File: config.mk
export PLATFORM = sky130hd
export DESIGN_NAME = wkt_top
export DESIGN_NICKNAME = d
export VERILOG_FILES = /design/src/hdl/wkt_pkg.sv /design/src/hdl/wkt_top.sv /design/src/hdl/wkt_interval.sv /design/src/hdl/wkt_watchdog.sv
export SDC_FILE = /design/constraint.sdc
export NUM_CORES = 1
export LEC_CHECK = 0
export ABC_AREA = 1
export BUFFER_PORTS_ARGS = -buffer_cell sky130_fd_sc_hd__buf_4
export CORE_MARGIN = 2
export CORE_UTILIZATION = 40
export CTS_CLUSTER_SIZE = 12
export DETAILED_ROUTE_END_ITERATION = 6
export PLACE_DENSITY = 0.59
export SYNTH_ARGS = -nofsm -noshare
export SYNTH_HDL_FRONTEND = slang
export SYNTH_SLANG_ARGS = --single-unit
File: constraint.sdc
create_clock -name clk_sys -period 6 [get_ports clk_sys]
set_clock_uncertainty 0.05 [all_clocks]
set_input_delay 0.6 -clock clk_sys [delete_from_list [all_inputs] [get_ports clk_sys]]
set_output_delay 0.6 -clock clk_sys [all_outputs]
set_load 0.01 [all_outputs]
File: src/hdl/wkt_pkg.sv
// Shared constants and types for the wakeup timer and watchdog block
package wkt_pkg;

  // ----------------------------------------------------------------
  // Bus geometry
  // ----------------------------------------------------------------
  localparam int ADDR_W = 12;
  localparam int DATA_W = 32;
  localparam int REG_W = 8;

  // ----------------------------------------------------------------
  // Register indices, byte address is four times the index
  // ----------------------------------------------------------------
  localparam logic [7:0] IDX_IRQ_MASK = 8'h80;
  localparam logic [7:0] IDX_IRQ_STATUS = 8'h85;
  localparam logic [7:0] IDX_WDT_PERIOD = 8'h91;
  localparam logic [7:0] IDX_WDT_KEY = 8'h92;
  localparam logic [7:0] IDX_TMR_CFG = 8'h93;
  localparam logic [7:0] IDX_TGT_HIGH = 8'h94;
  localparam logic [7:0] IDX_TGT_LOW = 8'h95;
  localparam logic [7:0] IDX_CNT_LOW = 8'ha8;
  localparam logic [7:0] IDX_CNT_HIGH = 8'ha9;

  // ----------------------------------------------------------------
  // Field positions and widths
  // ----------------------------------------------------------------
  localparam int CFG_ENABLE_BIT = 0;
  localparam int CFG_RELOAD_BIT = 1;
  localparam int CFG_CLKSEL_BIT = 2;
  localparam int CFG_STEP_BIT = 3;
  localparam int CFG_W = 4;
  localparam int WDT_CODE_W = 3;
  localparam int STAT_TMR_BIT = 0;
  localparam int STAT_WDT_BIT = 1;
  localparam int STAT_W = 2;

  // ----------------------------------------------------------------
  // Reset values and key
  // ----------------------------------------------------------------
  localparam logic [REG_W-1:0] RST_REG = 8'h00;
  localparam logic [REG_W-1:0] WDT_OFF_KEY = 8'h55;

  // ----------------------------------------------------------------
  // Timing
  // ----------------------------------------------------------------
  localparam int SYS_CLK_HZ = 50000000;
  localparam int WDT_BASE_MS = 18;
  localparam int WDT_BASE_CYCLES = WDT_BASE_MS * (SYS_CLK_HZ / 1000);
  localparam int WDT_CNT_W = 27;
  localparam int TGT_W = 16;
  localparam int LONG_STEP_W = 16;
  localparam int SYNC_STAGES = 3;

  typedef enum logic {TMR_IDLE, TMR_RUN} wkt_tmr_state_type;

endpackage : wkt_pkg

File: src/hdl/wkt_top.sv
// Wakeup interval timer and watchdog with APB register access
`timescale 1ns/1ps
module wkt_top #(
  parameter int WDT_BASE_CYCLES = wkt_pkg::WDT_BASE_CYCLES
) (
  // Clock, reset and enable
  input wire logic clk_sys,
  input wire logic rst_b,
  input wire logic clk_en,
  // APB slave
  input wire logic psel,
  input wire logic penable,
  input wire logic pwrite,
  input wire logic [wkt_pkg::ADDR_W-1:0] paddr,
  input wire logic [wkt_pkg::DATA_W-1:0] pwdata,
  output logic [wkt_pkg::DATA_W-1:0] prdata,
  output logic pready,
  output logic pslverr,
  // Count clock pins
  input wire logic internal_rc_clock,
  input wire logic xtal_clock,
  // Events
  output logic irq,
  output logic watchdog_overflow
);

  // ----------------------------------------------------------------
  // Address decode
  // ----------------------------------------------------------------
  function automatic logic idx_hit(
    input logic [wkt_pkg::ADDR_W-1:0] addr,
    input logic [7:0] idx
  );
    idx_hit = (addr == {2'b00, idx, 2'b00});
  endfunction : idx_hit

  // ----------------------------------------------------------------
  // Registers
  // ----------------------------------------------------------------
  logic [wkt_pkg::DATA_W-1:0] prdata_q;
  logic pready_q;
  logic pslverr_q;
  logic irq_q;
  logic wdt_ovf_q;
  logic [wkt_pkg::WDT_CODE_W-1:0] wdt_period_q;
  logic [wkt_pkg::REG_W-1:0] wdt_key_q;
  logic [wkt_pkg::CFG_W-1:0] cfg_q;
  logic [wkt_pkg::CFG_W-1:0] cfg_d;
  logic [wkt_pkg::REG_W-1:0] tgt_high_q;
  logic [wkt_pkg::REG_W-1:0] tgt_low_q;
  logic [wkt_pkg::STAT_W-1:0] stat_q;
  logic [wkt_pkg::STAT_W-1:0] stat_d;
  logic [wkt_pkg::STAT_W-1:0] mask_q;

  // ----------------------------------------------------------------
  // Pin synchronisers, a rise counts once stages two and three agree
  // ----------------------------------------------------------------
  wire logic [1:0] pin_raw = {xtal_clock, internal_rc_clock};
  logic [1:0] pin_tick;

  genvar gi;
  generate
    for (gi = 0; gi < 2; gi++) begin : g_sync
      logic [wkt_pkg::SYNC_STAGES-1:0] stage_q;
      logic level_q;
      logic tick_q;
      wire logic agree = (stage_q[1] == stage_q[2]);
      always_ff @(posedge clk_sys) begin
        if (!rst_b) begin
          stage_q <= '0;
          level_q <= 1'b0;
          tick_q <= 1'b0;
        end else if (clk_en) begin
          stage_q <= {stage_q[1:0], pin_raw[gi]};
          tick_q <= agree & stage_q[2] & ~level_q;
          if (agree) begin
            level_q <= stage_q[2];
          end
        end
      end
      assign pin_tick[gi] = tick_q;
    end
  endgenerate

  // ----------------------------------------------------------------
  // APB access decode
  // ----------------------------------------------------------------
  // One wait state: pready rises a cycle into the access phase
  wire logic acc_wait = psel & penable & ~pready_q;
  wire logic acc_done = psel & penable & pready_q;
  wire logic wr_fire = acc_done & pwrite;

  wire logic hit_mask = idx_hit(paddr, wkt_pkg::IDX_IRQ_MASK);
  wire logic hit_stat = idx_hit(paddr, wkt_pkg::IDX_IRQ_STATUS);
  wire logic hit_wper = idx_hit(paddr, wkt_pkg::IDX_WDT_PERIOD);
  wire logic hit_wkey = idx_hit(paddr, wkt_pkg::IDX_WDT_KEY);
  wire logic hit_cfg = idx_hit(paddr, wkt_pkg::IDX_TMR_CFG);
  wire logic hit_th = idx_hit(paddr, wkt_pkg::IDX_TGT_HIGH);
  wire logic hit_tl = idx_hit(paddr, wkt_pkg::IDX_TGT_LOW);
  wire logic hit_cl = idx_hit(paddr, wkt_pkg::IDX_CNT_LOW);
  wire logic hit_ch = idx_hit(paddr, wkt_pkg::IDX_CNT_HIGH);
  wire logic hit_any = hit_mask | hit_stat | hit_wper | hit_wkey |
    hit_cfg | hit_th | hit_tl | hit_cl | hit_ch;
  // Count registers are read only, a write to them is an error
  wire logic bad_acc = ~hit_any | (pwrite & (hit_cl | hit_ch));

  wire logic wr_mask = wr_fire & hit_mask;
  wire logic wr_stat = wr_fire & hit_stat;
  wire logic wr_wper = wr_fire & hit_wper;
  wire logic wr_wkey = wr_fire & hit_wkey;
  wire logic wr_cfg = wr_fire & hit_cfg;
  wire logic wr_th = wr_fire & hit_th;
  wire logic wr_tl = wr_fire & hit_tl;

  // ----------------------------------------------------------------
  // Timer control fields
  // ----------------------------------------------------------------
  wire logic count_enable = cfg_q[wkt_pkg::CFG_ENABLE_BIT];
  wire logic auto_reload_select = cfg_q[wkt_pkg::CFG_RELOAD_BIT];
  wire logic count_clock_select = cfg_q[wkt_pkg::CFG_CLKSEL_BIT];
  wire logic count_step_mode = cfg_q[wkt_pkg::CFG_STEP_BIT];
  wire logic [wkt_pkg::TGT_W-1:0] target = {tgt_high_q, tgt_low_q};
  wire logic new_enable = pwdata[wkt_pkg::CFG_ENABLE_BIT];
  wire logic restart_cfg = wr_cfg & new_enable & count_enable;
  wire logic restart_tgt = (wr_th | wr_tl) & count_enable;
  wire logic tmr_restart = restart_cfg | restart_tgt;
  wire logic watchdog_running = (wdt_key_q != wkt_pkg::WDT_OFF_KEY);
  wire logic wdt_restart = wr_wper | wr_wkey;

  logic interval_done;
  logic wdt_event;
  logic [wkt_pkg::TGT_W-1:0] interval_count;

  // ----------------------------------------------------------------
  // Units
  // ----------------------------------------------------------------
  wkt_interval #(
    .TARGET_W(wkt_pkg::TGT_W),
    .STEP_W(wkt_pkg::LONG_STEP_W)
  ) u_interval (
    .clk_sys(clk_sys),
    .rst_b(rst_b),
    .clk_en(clk_en),
    .count_enable(count_enable),
    .auto_reload_select(auto_reload_select),
    .count_clock_select(count_clock_select),
    .count_step_mode(count_step_mode),
    .restart(tmr_restart),
    .target(target),
    .rc_tick(pin_tick[0]),
    .xtal_tick(pin_tick[1]),
    .done(interval_done),
    .count(interval_count)
  );

  wkt_watchdog #(
    .CNT_W(wkt_pkg::WDT_CNT_W),
    .BASE_CYCLES(WDT_BASE_CYCLES)
  ) u_watchdog (
    .clk_sys(clk_sys),
    .rst_b(rst_b),
    .clk_en(clk_en),
    .running(watchdog_running),
    .restart(wdt_restart),
    .watchdog_period_code(wdt_period_q),
    .overflow(wdt_event)
  );

  // ----------------------------------------------------------------
  // Next values
  // ----------------------------------------------------------------
  // A software write beats the hardware clear of the enable bit
  always_comb begin
    cfg_d = cfg_q;
    if (wr_cfg) begin
      cfg_d = pwdata[wkt_pkg::CFG_W-1:0];
    end else if (interval_done && !auto_reload_select) begin
      cfg_d[wkt_pkg::CFG_ENABLE_BIT] = 1'b0;
    end
  end

  // Hardware set wins over any clear in the same cycle
  wire logic [wkt_pkg::STAT_W-1:0] stat_set = {wdt_event, interval_done};
  wire logic [wkt_pkg::STAT_W-1:0] stat_w1c =
    wr_stat ? pwdata[wkt_pkg::STAT_W-1:0] : '0;
  wire logic [wkt_pkg::STAT_W-1:0] stat_side = {wr_wper, wr_cfg};

  always_comb begin
    stat_d = stat_set | (stat_q & ~(stat_w1c | stat_side));
  end

  wire logic irq_d = |(stat_d & mask_q);

  // ----------------------------------------------------------------
  // Read mux
  // ----------------------------------------------------------------
  wire logic [wkt_pkg::REG_W-1:0] rd_byte =
    hit_mask ? {6'h00, mask_q} :
    hit_stat ? {6'h00, stat_q} :
    hit_wper ? {5'h00, wdt_period_q} :
    hit_wkey ? wdt_key_q :
    hit_cfg ? {4'h0, cfg_q} :
    hit_th ? tgt_high_q :
    hit_tl ? tgt_low_q :
    hit_cl ? interval_count[7:0] :
    hit_ch ? interval_count[15:8] : 8'h00;

  // ----------------------------------------------------------------
  // Bus handshake
  // ----------------------------------------------------------------
  always_ff @(posedge clk_sys) begin
    if (!rst_b) begin
      pready_q <= 1'b0;
      pslverr_q <= 1'b0;
      prdata_q <= '0;
    end else if (clk_en) begin
      pready_q <= acc_wait;
      pslverr_q <= acc_wait & bad_acc;
      if (acc_wait && !pwrite) begin
        prdata_q <= {24'h000000, rd_byte};
      end
    end
  end

  // ----------------------------------------------------------------
  // Register storage
  // ----------------------------------------------------------------
  always_ff @(posedge clk_sys) begin
    if (!rst_b) begin
      wdt_period_q <= wkt_pkg::RST_REG[wkt_pkg::WDT_CODE_W-1:0];
      wdt_key_q <= wkt_pkg::RST_REG;
      tgt_high_q <= wkt_pkg::RST_REG;
      tgt_low_q <= wkt_pkg::RST_REG;
      mask_q <= wkt_pkg::RST_REG[wkt_pkg::STAT_W-1:0];
    end else if (clk_en) begin
      if (wr_wper) begin
        wdt_period_q <= pwdata[wkt_pkg::WDT_CODE_W-1:0];
      end
      if (wr_wkey) begin
        wdt_key_q <= pwdata[wkt_pkg::REG_W-1:0];
      end
      if (wr_th) begin
        tgt_high_q <= pwdata[wkt_pkg::REG_W-1:0];
      end
      if (wr_tl) begin
        tgt_low_q <= pwdata[wkt_pkg::REG_W-1:0];
      end
      if (wr_mask) begin
        mask_q <= pwdata[wkt_pkg::STAT_W-1:0];
      end
    end
  end

  always_ff @(posedge clk_sys) begin
    if (!rst_b) begin
      cfg_q <= wkt_pkg::RST_REG[wkt_pkg::CFG_W-1:0];
      stat_q <= wkt_pkg::RST_REG[wkt_pkg::STAT_W-1:0];
      irq_q <= 1'b0;
      wdt_ovf_q <= 1'b0;
    end else if (clk_en) begin
      cfg_q <= cfg_d;
      stat_q <= stat_d;
      irq_q <= irq_d;
      wdt_ovf_q <= wdt_event;
    end
  end

  // ----------------------------------------------------------------
  // Outputs
  // ----------------------------------------------------------------
  assign prdata = prdata_q;
  assign pready = pready_q;
  assign pslverr = pslverr_q;
  assign irq = irq_q;
  assign watchdog_overflow = wdt_ovf_q;

endmodule : wkt_top

File: src/hdl/wkt_interval.sv
// Interval counter: step prescaler, target compare and reload
`timescale 1ns/1ps
module wkt_interval #(
  parameter int TARGET_W = wkt_pkg::TGT_W,
  parameter int STEP_W = wkt_pkg::LONG_STEP_W
) (
  // Clock and reset
  input wire logic clk_sys,
  input wire logic rst_b,
  input wire logic clk_en,
  // Control
  input wire logic count_enable,
  input wire logic auto_reload_select,
  input wire logic count_clock_select,
  input wire logic count_step_mode,
  input wire logic restart,
  input wire logic [TARGET_W-1:0] target,
  // Source ticks
  input wire logic rc_tick,
  input wire logic xtal_tick,
  // Status
  output logic done,
  output logic [TARGET_W-1:0] count
);

  wkt_pkg::wkt_tmr_state_type state_q;
  logic [STEP_W-1:0] prescale_q;
  logic [TARGET_W-1:0] count_q;
  logic done_q;

  wire logic src_tick = count_clock_select ? xtal_tick : rc_tick;
  wire logic long_wrap = (prescale_q == {STEP_W{1'b1}});
  wire logic step = src_tick & (count_step_mode ? long_wrap : 1'b1);
  wire logic [TARGET_W-1:0] count_inc = count_q + 1'b1;
  wire logic hit = step & (count_inc == target);

  assign done = done_q;
  assign count = count_q;

  always_ff @(posedge clk_sys) begin
    if (!rst_b) begin
      state_q <= wkt_pkg::TMR_IDLE;
      prescale_q <= '0;
      count_q <= '0;
      done_q <= 1'b0;
    end else if (clk_en) begin
      done_q <= 1'b0;
      case (state_q)
        wkt_pkg::TMR_IDLE: begin
          // Hold off while the enable bit clears after a manual finish
          if (count_enable && !done_q) begin
            state_q <= wkt_pkg::TMR_RUN;
            prescale_q <= '0;
            count_q <= '0;
          end
        end
        wkt_pkg::TMR_RUN: begin
          if (!count_enable) begin
            state_q <= wkt_pkg::TMR_IDLE;
          end else if (restart) begin
            prescale_q <= '0;
            count_q <= '0;
          end else if (src_tick) begin
            prescale_q <= count_step_mode ? prescale_q + 1'b1 : '0;
            if (hit) begin
              done_q <= 1'b1;
              count_q <= '0;
              if (!auto_reload_select) begin
                state_q <= wkt_pkg::TMR_IDLE;
              end
            end else if (step) begin
              count_q <= count_inc;
            end
          end
        end
        default: begin
          state_q <= wkt_pkg::TMR_IDLE;
        end
      endcase
    end
  end

endmodule : wkt_interval

File: src/hdl/wkt_watchdog.sv
// Watchdog period counter with selectable overflow length
`timescale 1ns/1ps
module wkt_watchdog #(
  parameter int CNT_W = wkt_pkg::WDT_CNT_W,
  parameter int BASE_CYCLES = wkt_pkg::WDT_BASE_CYCLES
) (
  // Clock and reset
  input wire logic clk_sys,
  input wire logic rst_b,
  input wire logic clk_en,
  // Control
  input wire logic running,
  input wire logic restart,
  input wire logic [wkt_pkg::WDT_CODE_W-1:0] watchdog_period_code,
  // Status
  output logic overflow
);

  logic [CNT_W-1:0] count_q;
  logic overflow_q;

  // Code 0 is the base period, each step up doubles it
  wire logic [CNT_W-1:0] period =
    CNT_W'(BASE_CYCLES) << watchdog_period_code;
  wire logic at_end = (count_q >= period - 1'b1);

  assign overflow = overflow_q;

  always_ff @(posedge clk_sys) begin
    if (!rst_b) begin
      count_q <= '0;
      overflow_q <= 1'b0;
    end else if (clk_en) begin
      overflow_q <= 1'b0;
      if (!running || restart) begin
        count_q <= '0;
      end else if (at_end) begin
        count_q <= '0;
        overflow_q <= 1'b1;
      end else begin
        count_q <= count_q + 1'b1;
      end
    end
  end

endmodule : wkt_watchdog

==> results of run 1 <==
-- power by group through the flow --
stage	Clock, uW	Combinational, uW	Sequential [uW]
after floorplan	0	63.2	817
after global placement	0	84.2	817
after detailed placement	0	85.0	818
after CTS	1120	85.3	800
after global routing	1150	95.9	801
final	1100	85.3	800
-- area by class of cell --
cell class                      instances  area share [%]
Clock buffer                           21            5.04
Tap cell                              270            3.70
Sequential cell                       119            26.1
Clock inverter                         11            1.89
Multi-Input combinational cell        927            53.7
Inverter                              147            6.09
Timing Repair Buffer                   43            3.53
-- how the worst min path moves through the flow --
stage                            from              endpoint  slack [ns]  cells after the start
floorplan            g_sync[0].tick_q      g_sync[0].tick_q        0.39                      2
global placement     g_sync[0].tick_q      g_sync[0].tick_q        0.41                      2
detailed placement          prdata[6]             prdata[6]        0.41                      2
CTS                 internal_rc_clock  g_sync[0].stage_q[0]        0.35                      3
global route        internal_rc_clock  g_sync[0].stage_q[0]        0.37                      3
finish                     xtal_clock  g_sync[1].stage_q[0]        0.36                      3
-- routing by layer --
layer	vias to the layer above	share of wire, %	GRT usage [%]
met5	-	0	0
met4	0	2.6	8.11
met3	39	4.3	3.66
met2	195	49	36.6
met1	3717	44	26.8
li1	4121	-	-
-- metrics by stage --
step	cells	power (uW)	util, %	hold WS [ns]	setup slack [ns]
after global placement	1506	902	42.3	0.406	2.18
after global routing	1538	2050	45.5	0.371	1.68
final	1538	1990	45.5	0.363	2.07
after detailed placement	1506	903	42.3	0.407	2.13
after CTS	1538	2010	45.5	0.352	2.12
after floorplan	1258	880	-	0.385	2.72
-- sequential cells by signal, indices dropped and copies added (netlist names), 3 cells and up --
| name | count |
|---|---|
| prdata | 8 |
| g_sync.stage_q | 6 |
| cfg_q | 4 |
| u_interval.prescale_q | 16 |
| u_interval.count | 16 |
| tgt_high_q | 8 |
| wdt_key_q | 8 |
| wdt_period_q | 3 |
| tgt_low_q | 8 |
| u_watchdog.count_q | 27 |
-- worst register-to-register path, delay by kind of cell, from the launching register on --
kind	cells	cell delay, ns
AND/OR/NAND/NOR	6	0.60
flip-flops	1	0.53
AO/OA/AOI/OAI	7	1.39
adder cells (fa/ha/maj)	2	0.56
buffers and inverters	3	0.72
-- cells in the mapped netlist (all sizes together), types with 2 or more instances --
library cell	number	share of area (%)
nand2	290	14
inv	143	6.7
nor2	125	6.4
a21oi	122	8.1
dfxtp	119	29
o21ai	84	5.2
nand3	79	5.7
nand4	55	4.3
buf	39	3.5
ha	35	5.4
nor3	32	2.2
clkbuf	26	1.2
xor2	23	2.5
xnor2	11	1.2
o211ai	9	0.83
nor4	7	0.54
a211oi	4	0.37
a31oi	4	0.31
clkinv	4	0.18
and3	3	0.23
a31o	2	0.22
nand3b	2	0.18
o21a	2	0.18
o311a	2	0.25
o31ai	2	0.18
or2	2	0.15
-- cells in the final DEF, fill, tap and decap left out, types with 3 or more instances in the layout --
cell	count
inv_1	133
a31oi_1	4
nor4_1	7
clkinv_4	4
nor2_4	4
o21ai_1	8
nand3_1	66
nand2_2	8
ha_1	35
a21oi_1	110
inv_2	9
and3_1	3
clkinv_1	4
o211ai_1	9
nand4_1	54
xor2_1	23
clkbuf_16	17
o21ai_0	75
bufinv_16	4
nand3_2	12
nor2_2	10
nand2_1	280
buf_4	43
dfxtp_1	119
xnor2_1	11
a211oi_1	4
nor2_1	111
nor3_1	29
conb_1	24
a21oi_2	11
-- logic make-up (layout without fill, tap and decap cells) --
family / Yosys count / in the layout / synth area share (%)
buffers and inverters: 212 / 222 / 11.5
AO/OA/AOI/OAI: 237 / 237 / 16.3
adder cells (fa/ha/maj): 35 / 35 / 5.38
AND/OR/NAND/NOR: 597 / 597 / 33.8
other: 1 / 24 / 0.0461
flip-flops: 119 / 119 / 29.3
XOR/XNOR: 34 / 34 / 3.66
==> metrics.md, run 1 <==
| Metric | Value |
|---|---|
| Ys flop type | dfxtp_1 |
| Placer's final routability congestion estimate | 0.919 |
| Worst Max-Slew Pin Slew | 0.724 ns |
| Vias post-DR | 8072 |
| Number of setup violations in the final report | 0 |
| Yosys warns | 0 |
| DIE AREA | 0.0215 mm2 |
| Slew Limit Headroom | 51.6% |
| Critical path class | reg2reg |
| Synth Instances | 1235 |
| Setup crit start kind | flop |
| Most frequent CP cell | nand2_1 |
| Sw Pwr | 449 uW |
| Worst hold path type | in2reg |
| Sum Neg Setup Slack | 0 ns |
| Count of input and output buffers | 39 |
| Layout overhead on the synthesized area | 12.3% |
| Number of buffers created by CTS | 17 |
| Initial Util | 40.5% |
| Slowest-stage cell, CP | o41ai_1 |
| Routed Wire Length | 22600 um |
| Comb pwr share | 4.3% |
| # H-tree levels | 4 |
| Via/cell ratio | 5.25 |
| Area of the multi-input gates | 0.00491 mm2 |
| FF-to-FF End | u_watchdog.count_q[6] |
| Worst VDD drop | 0.173 mV |
| Dpl cell area | 0.00851 mm2 |
| Filler cells | 2137 |
| Largest net degree at the start of global routing | 50 |
| Clock tree buffer depth | 2 |
| Arrival time of the worst setup path | 4.22 ns |
| CTS tree | built |
| Die Span X | 147 um |
| Worst Path Required | 6.29 ns |
| R2R Setup Slk | 2.07 ns |
| Seq pwr share | 40.2% |
| Sequential area share after synthesis | 29.3% |
| Root buf cell | clkbuf_16 |
| Critical path's largest stage delay | 0.54 ns |
| Seq cells post-synth | 119 |
| Sw Ratio | 22.6% |
| WL/cell | 14.7 um |
| FFs w/ async S/R, synth | 0% |
| Clock share of power | 55.5% |
| Nets@finish | 1342 |
| Number of cells on the critical path | 18 |
| Remaining Overflow, GRT | 0 |
| Leak | 0.00353 uW |
| DR DRC count | 0 |
| Mean Syn Cell Area | 6.59 um2 |
| Power Dens Cells | 218 mW/mm2 |
| Buf/Inv on CP | 3 |
| Max-slew violations | 0 |
| CP max FO | 20 |
| CP top delay family | compound AO/OA/AOI/OAI gates |
| Fmax | 0.255 GHz |
| GR Util All Layers | 21.4% |
| Final instance area | 0.00914 mm2 |
| Worst-Skew Late Latency | 0.42 ns |
| Crit-path cells | inv_1 -> ha_1 -> o41ai_1 -> nand2_1 -> nand2_1 -> a41o_1 -> ha_1 -> a21oi_1 -> o21a_1 -> nor2_1 -> o21ai_0 -> nand2_1 -> a31oi_1 -> buf_4 -> nand2_1 -> inv_1 -> nand2_1 -> a21oi_1 |
| Vias in the first global route | 7498 |
| Post-CTS Hold Buffers | 0 |
| First-pass GRT wire length | 37400 um |
| Outcome | finished, final reports clean |
| Netlist cell types | 54 |
| Share of cells above drive strength 1 | 11.0% |
| Cell area after synthesis | 0.00814 mm2 |
| Final hold viol count | 0 |
| Int Pwr | 1540 uW |
| Post_cts resized | 0 |
| Initial DRC count | 491 |
| Clk slew on worst S/H paths | 0.05 ns |
| Core Area | 0.0201 mm2 |
| Post-synth EDFFs | 0 |
| Initial antenna violation count | 0 |
| RSZ-0062 raised after global routing | false |
| CP Launch Point | wdt_period_q[1] |
| Ant diodes | 0 |
| Reg2reg path depth | 18 |
| Reg2reg start | wdt_period_q[1] |
| # rows | 52 |
| IO Count | 88 |
| Clk sinks | 119 |
| Fin crit period | 3.93 ns |
| HPWL after detailed placement | 16700 um |
| Total of max-cap violations | 0 |
| Period utilization | 65.4% |
| Critical Path End Type | flop |
| Post-route ant nets | 0 |
| Post-CTS setup-driven buffer insertion count | 0 |
| Critical Path End | u_watchdog.count_q[6] |
| DR pass1 iterations | 6 |
| Register area | 0.00238 mm2 |
| Die height | 147 um |
Note: power is estimated with default switching activity, not from simulation.
==> run 2: changes to the inputs <==
--- a/config.mk
+++ b/config.mk
@@ -11,7 +11,7 @@
 export CORE_UTILIZATION = 40
 export CTS_CLUSTER_SIZE = 12
 export DETAILED_ROUTE_END_ITERATION = 6
-export PLACE_DENSITY = 0.59
+export PLACE_DENSITY = 0.61
 export SYNTH_ARGS = -nofsm -noshare
 export SYNTH_HDL_FRONTEND = slang
 export SYNTH_SLANG_ARGS = --single-unit
==> constraint.sdc (replaced) <==
create_clock -name clk_sys -period 3.3 [get_ports clk_sys]
set_clock_uncertainty 0.05 [all_clocks]
set_input_delay 0.33 -clock clk_sys [delete_from_list [all_inputs] [get_ports clk_sys]]
set_output_delay 0.33 -clock clk_sys [all_outputs]
set_load 0.01 [all_outputs]
==> run 2 against run 1 <==
Effect of this change: sequential power is 81% higher; combinational power increased by 86%; worst setup slack got worse by 2.0 ns; core utilization grew 2.2 points; count of clock-buffer cells in the layout down 4; non-clock buffer count is 36 higher; hold slack lost 0.27 ns; critical path depth did not move; register-to-register slack got worse by 2.0 ns; sequential share of layout area fell by 1.2 points; design area is 4.9% higher; critical path type unchanged; largest power group unchanged.
==> metrics.md, run 2 (synthesis results as in run 1) <==
| Metric | Value |
|---|---|
| Post-route ant nets | 0 (unchanged) |
| Register area | 0.00239 mm2 (+0.26%) |
| Count of input and output buffers | 39 (unchanged) |
| First-pass GRT wire length | 37500 um (+0.22%) |
| Placer's final routability congestion estimate | 0.894 (-2.7%) |
| Final Worst Setup Slack | 0.0985 ns (-1.98 ns) |
| Most frequent cells in the layout | nand2_1 (274), inv_1 (130), dfxtp_1 (116) |
| Ant diodes | 0 (unchanged) |
| Critical path class | reg2reg |
| Area of the multi-input gates | 0.00513 mm2 (+4.6%) |
| Hold path startpoint | internal_rc_clock |
| Max-slew violations | 0 (unchanged) |
| Hold path endpoint | g_sync[0].stage_q[0] |
| DR DRC count | 0 (unchanged) |
| Total of max-cap violations | 0 (unchanged) |
| Number of setup violations in the final report | 0 (unchanged) |
| Layout overhead on the synthesized area | 17.8% |
| Clock tree buffer depth | 2 (unchanged) |
| Filler cells | 2041 (-4.5%) |
| Via/cell ratio | 5.19 (-1.1%) |
| Util after Layout | 47.7% (+2.2 points) |
| Reg2reg path depth | 18 (unchanged) |
| Routed Wire Length | 23100 um (+2.3%) |
| Share of cells above drive strength 1 | 16.9% (+5.8 points) |
| Worst VDD drop | 0.401 mV (+130%) |
| Outcome | finished, final reports clean |
| Final Non-Filler Cells | 1574 (+2.3%) |
| Top reg by flops | u_watchdog.count_q |
| Vias in the first global route | 7554 (+0.75%) |
| Dpl cells | 1535 (+1.9%) |
| Fin crit period | 3.20 ns (-0.725 ns) |
| Worst-Skew Late Latency | 0.42 ns (about the same) |
| WL/cell | 14.7 um (about the same) |
| Period utilization | 97.0% (+32 points) |
| Remaining Overflow, GRT | 0 (unchanged) |
| Critical Path End Type | flop |
| Final hold viol count | 0 (unchanged) |
| Die Span X | 147 um (unchanged) |
| Largest net degree at the start of global routing | 50 (unchanged) |
| HPWL after detailed placement | 16800 um (+0.70%) |
| FF-to-FF End | u_watchdog.overflow |
| Core Area | 0.0201 mm2 (unchanged) |
| Reg2reg start | wdt_period_q[0] |
| DIE AREA | 0.0215 mm2 (unchanged) |
| Arrival time of the worst setup path | 3.43 ns (-0.79 ns) |
| CTS tree | built |
| Power Dens Cells | 345 mW/mm2 (+59%) |
| # H-tree levels | 4 (unchanged) |
| Clk sinks | 119 (unchanged) |
| Slew Limit Headroom | 52.6% (+1.0 points) |
| R2R Setup Slk | 0.1 ns (-1.98 ns) |
| IO Count | 88 (unchanged) |
| Initial antenna violation count | 0 (unchanged) |
| Crit-path cells | inv_6 -> ha_4 -> buf_4 -> o41ai_4 -> nand2_1 -> nand2_1 -> a41o_1 -> ha_4 -> a21oi_1 -> o21a_1 -> nor2_1 -> o21ai_1 -> nand2_1 -> a31oi_4 -> nand2_4 -> buf_6 -> nand2_2 -> a21oi_2 |
| Hold_ws | 0.0923 ns (-0.271 ns) |
| Root buf cell | clkbuf_16 |
| CP max FO | 4 (-80%) |
| Die height | 147 um (unchanged) |
| Vias post-DR | 8174 (+1.3%) |
| Sum Neg Setup Slack | 0 ns (unchanged) |
| Buf/Inv on CP | 3 (unchanged) |
| Initial Util | 40.5% (unchanged) |
| Clk slew on worst S/H paths | 0.06 ns (about the same) |
| CP top delay family | compound AO/OA/AOI/OAI gates |
| Worst Path Required | 3.53 ns (-2.76 ns) |
| Number of buffers created by CTS | 17 (unchanged) |
| DR pass1 iterations | 5 (-1) |
| Fmax | 0.312 GHz (+23%) |
| Nets@finish | 1378 (+2.7%) |
| Leak | 0.00369 uW (+4.7%) |
| Critical path's largest stage delay | 0.40 ns (-0.14 ns) |
| Worst hold path type | in2reg |
| Post-CTS Hold Buffers | 0 (unchanged) |
| # rows | 52 (unchanged) |
| Setup WS pre-CTS | -0.0744 ns (-2.21 ns) |
| Initial DRC count | 439 (-11%) |
| Most common cell after layout, fill and taps aside | nand2_1 |
| GR Util All Layers | 21.4% (+0.066 points) |
| Worst Max-Slew Pin Slew | 0.709 ns (-0.0150 ns) |
| Slowest-stage cell, CP | o41ai_4 |
| Most frequent CP cell | nand2_1 |
| Setup crit start kind | flop |
| Max FFs per register | 27 (unchanged) |
| Min-Delay Path Depth | 3 (unchanged) |
==> run 2: how the worst max path moves through the flow <==
stage	from	end	slack [ns]	cells past startpoint
global route	wdt_period_q[0]	u_watchdog.count_q[18]	-0.05	17
CTS	wdt_period_q[0]	u_watchdog.overflow	0.01	19
floorplan	wdt_period_q[1]	u_watchdog.count_q[0]	0.02	20
finish	wdt_period_q[0]	u_watchdog.overflow	0.1	18
global placement	wdt_period_q[0]	u_watchdog.count_q[10]	-0.05	19
detailed placement	wdt_period_q[0]	u_watchdog.count_q[6]	-0.07	19
==> run 2: layer usage <==
layer / global-route usage (%) / wire, um
met1: 26.5 / 10200
met2: 37.2 / 11400
met3: 3.59 / 837
met4: 8.20 / 663
met5: 0 / 0
==> run 2: final cells by class <==
| cell class | count | area share [%] |
|---|---|---|
| Multi-Input combinational cell | 927 | 53.5 |
| Sequential cell | 119 | 24.9 |
| Timing Repair Buffer | 79 | 6.55 |
| Inverter | 147 | 5.91 |
| Clock buffer | 17 | 4.44 |
| Tap cell | 270 | 3.52 |
| Clock inverter | 15 | 1.15 |
==> run 2: worst min-delay path: cells and delay by family <==
kind / cells / cell delay [ns]
buf+inv: 1 / 0.08
simple gates: 2 / 0.12
==> run 2: where the power goes <==
part	switching, uW	total (uW)	internal, uW	leakage [uW]
combinational	111	159	48.7	0.00248
clock	739	1700	956	0.000251
sequential	6.96	1450	1450	0.000963
total	857	3310	2450	0.00369
==> run 2: timing repair <==
item	in CTS	in global routing
endpoints found under the setup margin	28	28
buffers inserted	0	5
resized for setup	3	68
gates cloned	0	2
pin swaps	0	27
==> run 2: metrics by stage <==
stage / instance area (um2) / total power (uW)
floorplan: 8230 / 1600
CTS: 9290 / 3340
detailed placement: 8740 / 1640
global placement: 8740 / 1640
global route: 9590 / 3430
finish: 9590 / 3310
==> run 3: changes to the inputs <==
==> constraint.sdc (replaced) <==
create_clock -name clk_sys -period 2.9 [get_ports clk_sys]
set_clock_uncertainty 0.05 [all_clocks]
set_input_delay 0.29 -clock clk_sys [delete_from_list [all_inputs] [get_ports clk_sys]]
set_output_delay 0.29 -clock clk_sys [all_outputs]
set_load 0.01 [all_outputs]
==> run 3 against run 2 <==
Effect of this change: the run now ends with setup timing left; register-to-register slack got worse by 0.28 ns; hold slack got worse by 0.053 ns; combinational power rose by 16%; flip-flop and latch count did not move; largest cell class unchanged; sequential power rose by 14%; count of clock-buffer cells in the layout rose by 1; power rose by 15%; global-route usage rose by 0.39 points; core utilization rose by 0.64 points; routed wire length fell by 0.17%; design area rose by 1.3%.
==> metrics.md, run 3 (synthesis results as in run 1) <==
| Metric | Value |
|---|---|
| Number of setup violations in the final report | 28 (+28) |
| Placer's final routability congestion estimate | 0.911 (+2.0%) |
| Fin crit period | 3.08 ns (-0.118 ns) |
| Final Worst Setup Slack | -0.184 ns (-0.282 ns) |
| Largest net degree at the start of global routing | 50 (unchanged) |
| Int Pwr | 2820 uW (+15%) |
| Final Non-Filler Cells | 1597 (+1.5%) |
| Top reg by flops | u_watchdog.count_q |
| Core Area | 0.0201 mm2 (unchanged) |
| Clock tree buffer depth | 2 (unchanged) |
| Die Span X | 147 um (unchanged) |
| Most common cell after layout, fill and taps aside | nand2_1 |
| Max-slew violations | 0 (unchanged) |
| WL/cell | 14.4 um (-1.6%) |
| Routed Wire Length | 23100 um (-0.17%) |
| Worst hold path type | in2reg |
| Initial DRC count | 502 (+14%) |
| Critical path class | reg2reg |
| # rows | 52 (unchanged) |
| First-pass GRT wire length | 38300 um (+2.1%) |
| Worst VDD drop | 0.364 mV (-9.1%) |
| Fmax | 0.324 GHz (+3.8%) |
| Comb pwr share | 4.8% (about the same) |
| DIE AREA | 0.0215 mm2 (unchanged) |
| DR pass1 iterations | 5 (unchanged) |
| CP max FO | 5 (+1) |
| Setup crit start kind | flop |
| Critical Path End Type | flop |
| Total of max-cap violations | 0 (unchanged) |
| Failing checks | setup timing |
| Period utilization | 106% (+9.3 points) |
| Power Dens Cells | 391 mW/mm2 (+13%) |
| RSZ-0062 raised after global routing | true |
| Seq pwr share | 43.6% (-0.3 points) |
| Final hold viol count | 0 (unchanged) |
| Leak | 0.00381 uW (+3.1%) |
| Die height | 147 um (unchanged) |
| Filler cells | 2061 (+0.98%) |
| Share of cells above drive strength 1 | 17.8% (+0.91 points) |
| Remaining Overflow, GRT | 0 (unchanged) |
| Worst Max-Slew Pin Slew | 0.940 ns (+0.231 ns) |
| Nets@finish | 1401 (+1.7%) |
| CTS tree | built |
| Via/cell ratio | 5.12 (-1.3%) |
| Sw Pwr | 978 uW (+14%) |
| Setup WS pre-CTS | -0.227 ns (-0.152 ns) |
| Vias post-DR | 8183 (+0.11%) |
| Slew Limit Headroom | 37.2% (-15 points) |
| GR Util All Layers | 21.8% (+0.39 points) |
| Clk sinks | 119 (unchanged) |
| Sw Ratio | 25.8% (-0.12 points) |
| Ant diodes | 0 (unchanged) |
| Layout overhead on the synthesized area | 19.4% |
| Max FFs per register | 27 (unchanged) |
| Arrival time of the worst setup path | 3.39 ns (-0.04 ns) |
| Post-layout power | 3800 uW (+15%) |
| HPWL after detailed placement | 17100 um (+1.7%) |
| Outcome | complete, but fails checks |
| DR DRC count | 0 (unchanged) |
| Post-route ant nets | 0 (unchanged) |
| Root buf cell | clkbuf_16 |
| IO Count | 88 (unchanged) |
| Util after Layout | 48.3% (+0.64 points) |
| # H-tree levels | 4 (unchanged) |
| Worst-Skew Late Latency | 0.42 ns (about the same) |
| Register area | 0.00239 mm2 (about the same) |
| Initial antenna violation count | 0 (unchanged) |
| Most frequent cells in the layout | nand2_1 (276), inv_1 (129), dfxtp_1 (117) |
| Initial Util | 40.5% (unchanged) |
| Clk slew on worst S/H paths | 0.06 ns (about the same) |
| Area of the multi-input gates | 0.00507 mm2 (-1.2%) |
| Vias in the first global route | 7861 (+4.1%) |
| Post-CTS Hold Buffers | 0 (unchanged) |
| Number of buffers created by CTS | 17 (unchanged) |
| Clock share of power | 51.6% (+0.4 points) |
| Worst Path Required | 3.20 ns (-0.33 ns) |
| Dpl cells | 1557 (+1.4%) |
| Count of input and output buffers | 39 (unchanged) |
run 3: cell count changes in the layout (fill, tap and decap cells not counted), moves of 2 or more:
cell	change
buf_4	+23
ha_2	+4
nor2_1	+2
ha_4	-3
dfxtp_2	-2
nand2_1	+2
nor2_2	-2
run 3: timing repair:
item	CTS	global route
pin swaps	10	7
setup endpoints to repair	28	28
cloned	2	0
resized for setup	18	13
setup buffers	5	1
run 3: metrics by stage:
step / hold WS (ns) / instance area (um2) / TNS [ns]
after global routing: 0.0636 / 9720 / -9.71
after CTS: 0.0306 / 9660 / -3.47
after global placement: 0.405 / 9000 / -3.19
after detailed placement: 0.409 / 9000 / -5.75
final: 0.0391 / 9720 / -3.51
after floorplan: 0.375 / 8320 / -0.00707
run 3: worst paths after layout:
| check | startpoint | to | slack (ns) | depth (start not counted) |
|---|---|---|---|---|
| setup / recovery | wdt_period_q[1] | u_watchdog.count_q[20] | -0.18 | 20 |
| hold / removal | xtal_clock | g_sync[1].stage_q[0] | 0.04 | 3 |
| setup reg to reg | wdt_period_q[1] | u_watchdog.count_q[20] | -0.18 | 20 |
| hold reg to reg | prdata[4] | prdata[4] | 0.41 | 2 |
run 3: final cells by class:
type                       instances  area share (%)
timing repair buffer             102            8.33
clock inverter                    14            1.07
clock buffer                      18            4.52
sequential                       119            24.6
multi-input combinational        927            52.2
tap                              270            3.48
inverter                         147            5.83
run 3: metal layers:
metal | wire (um) | track usage (%)
met2 | 11300 | 38.1
met5 | 0 | 0
met3 | 880 | 3.66
met1 | 10300 | 27.1
met4 | 584 | 7.72
run 3: power by group through the flow:
stage / Sequential (uW) / Combinational [uW] / Clock [uW]
2_1_floorplan: 1690 / 131 / 0
3_3_place_gp: 1690 / 181 / 0
3_5_place_dp: 1690 / 183 / 0
4_1_cts: 1650 / 183 / 1990
5_1_grt: 1650 / 205 / 2060
6_report: 1650 / 184 / 1960
run 3: critical path, cell delays in order (launching register included):
cell      delay (ns)
dfxtp_4         0.37
buf_12          0.13
ha_4            0.17
nor2_4          0.08
a21oi_2         0.07
buf_4           0.14
nor2_2          0.10
nand2_1         0.06
o221ai_1        0.19
xor2_1          0.19
ha_1            0.26
a21oi_1         0.14
o21a_1          0.12
nor2_1          0.04
o21ai_1         0.12
nand2_1         0.10
a31oi_4         0.21
buf_6           0.14
buf_6           0.12
nand4_1         0.10
a21oi_2         0.13
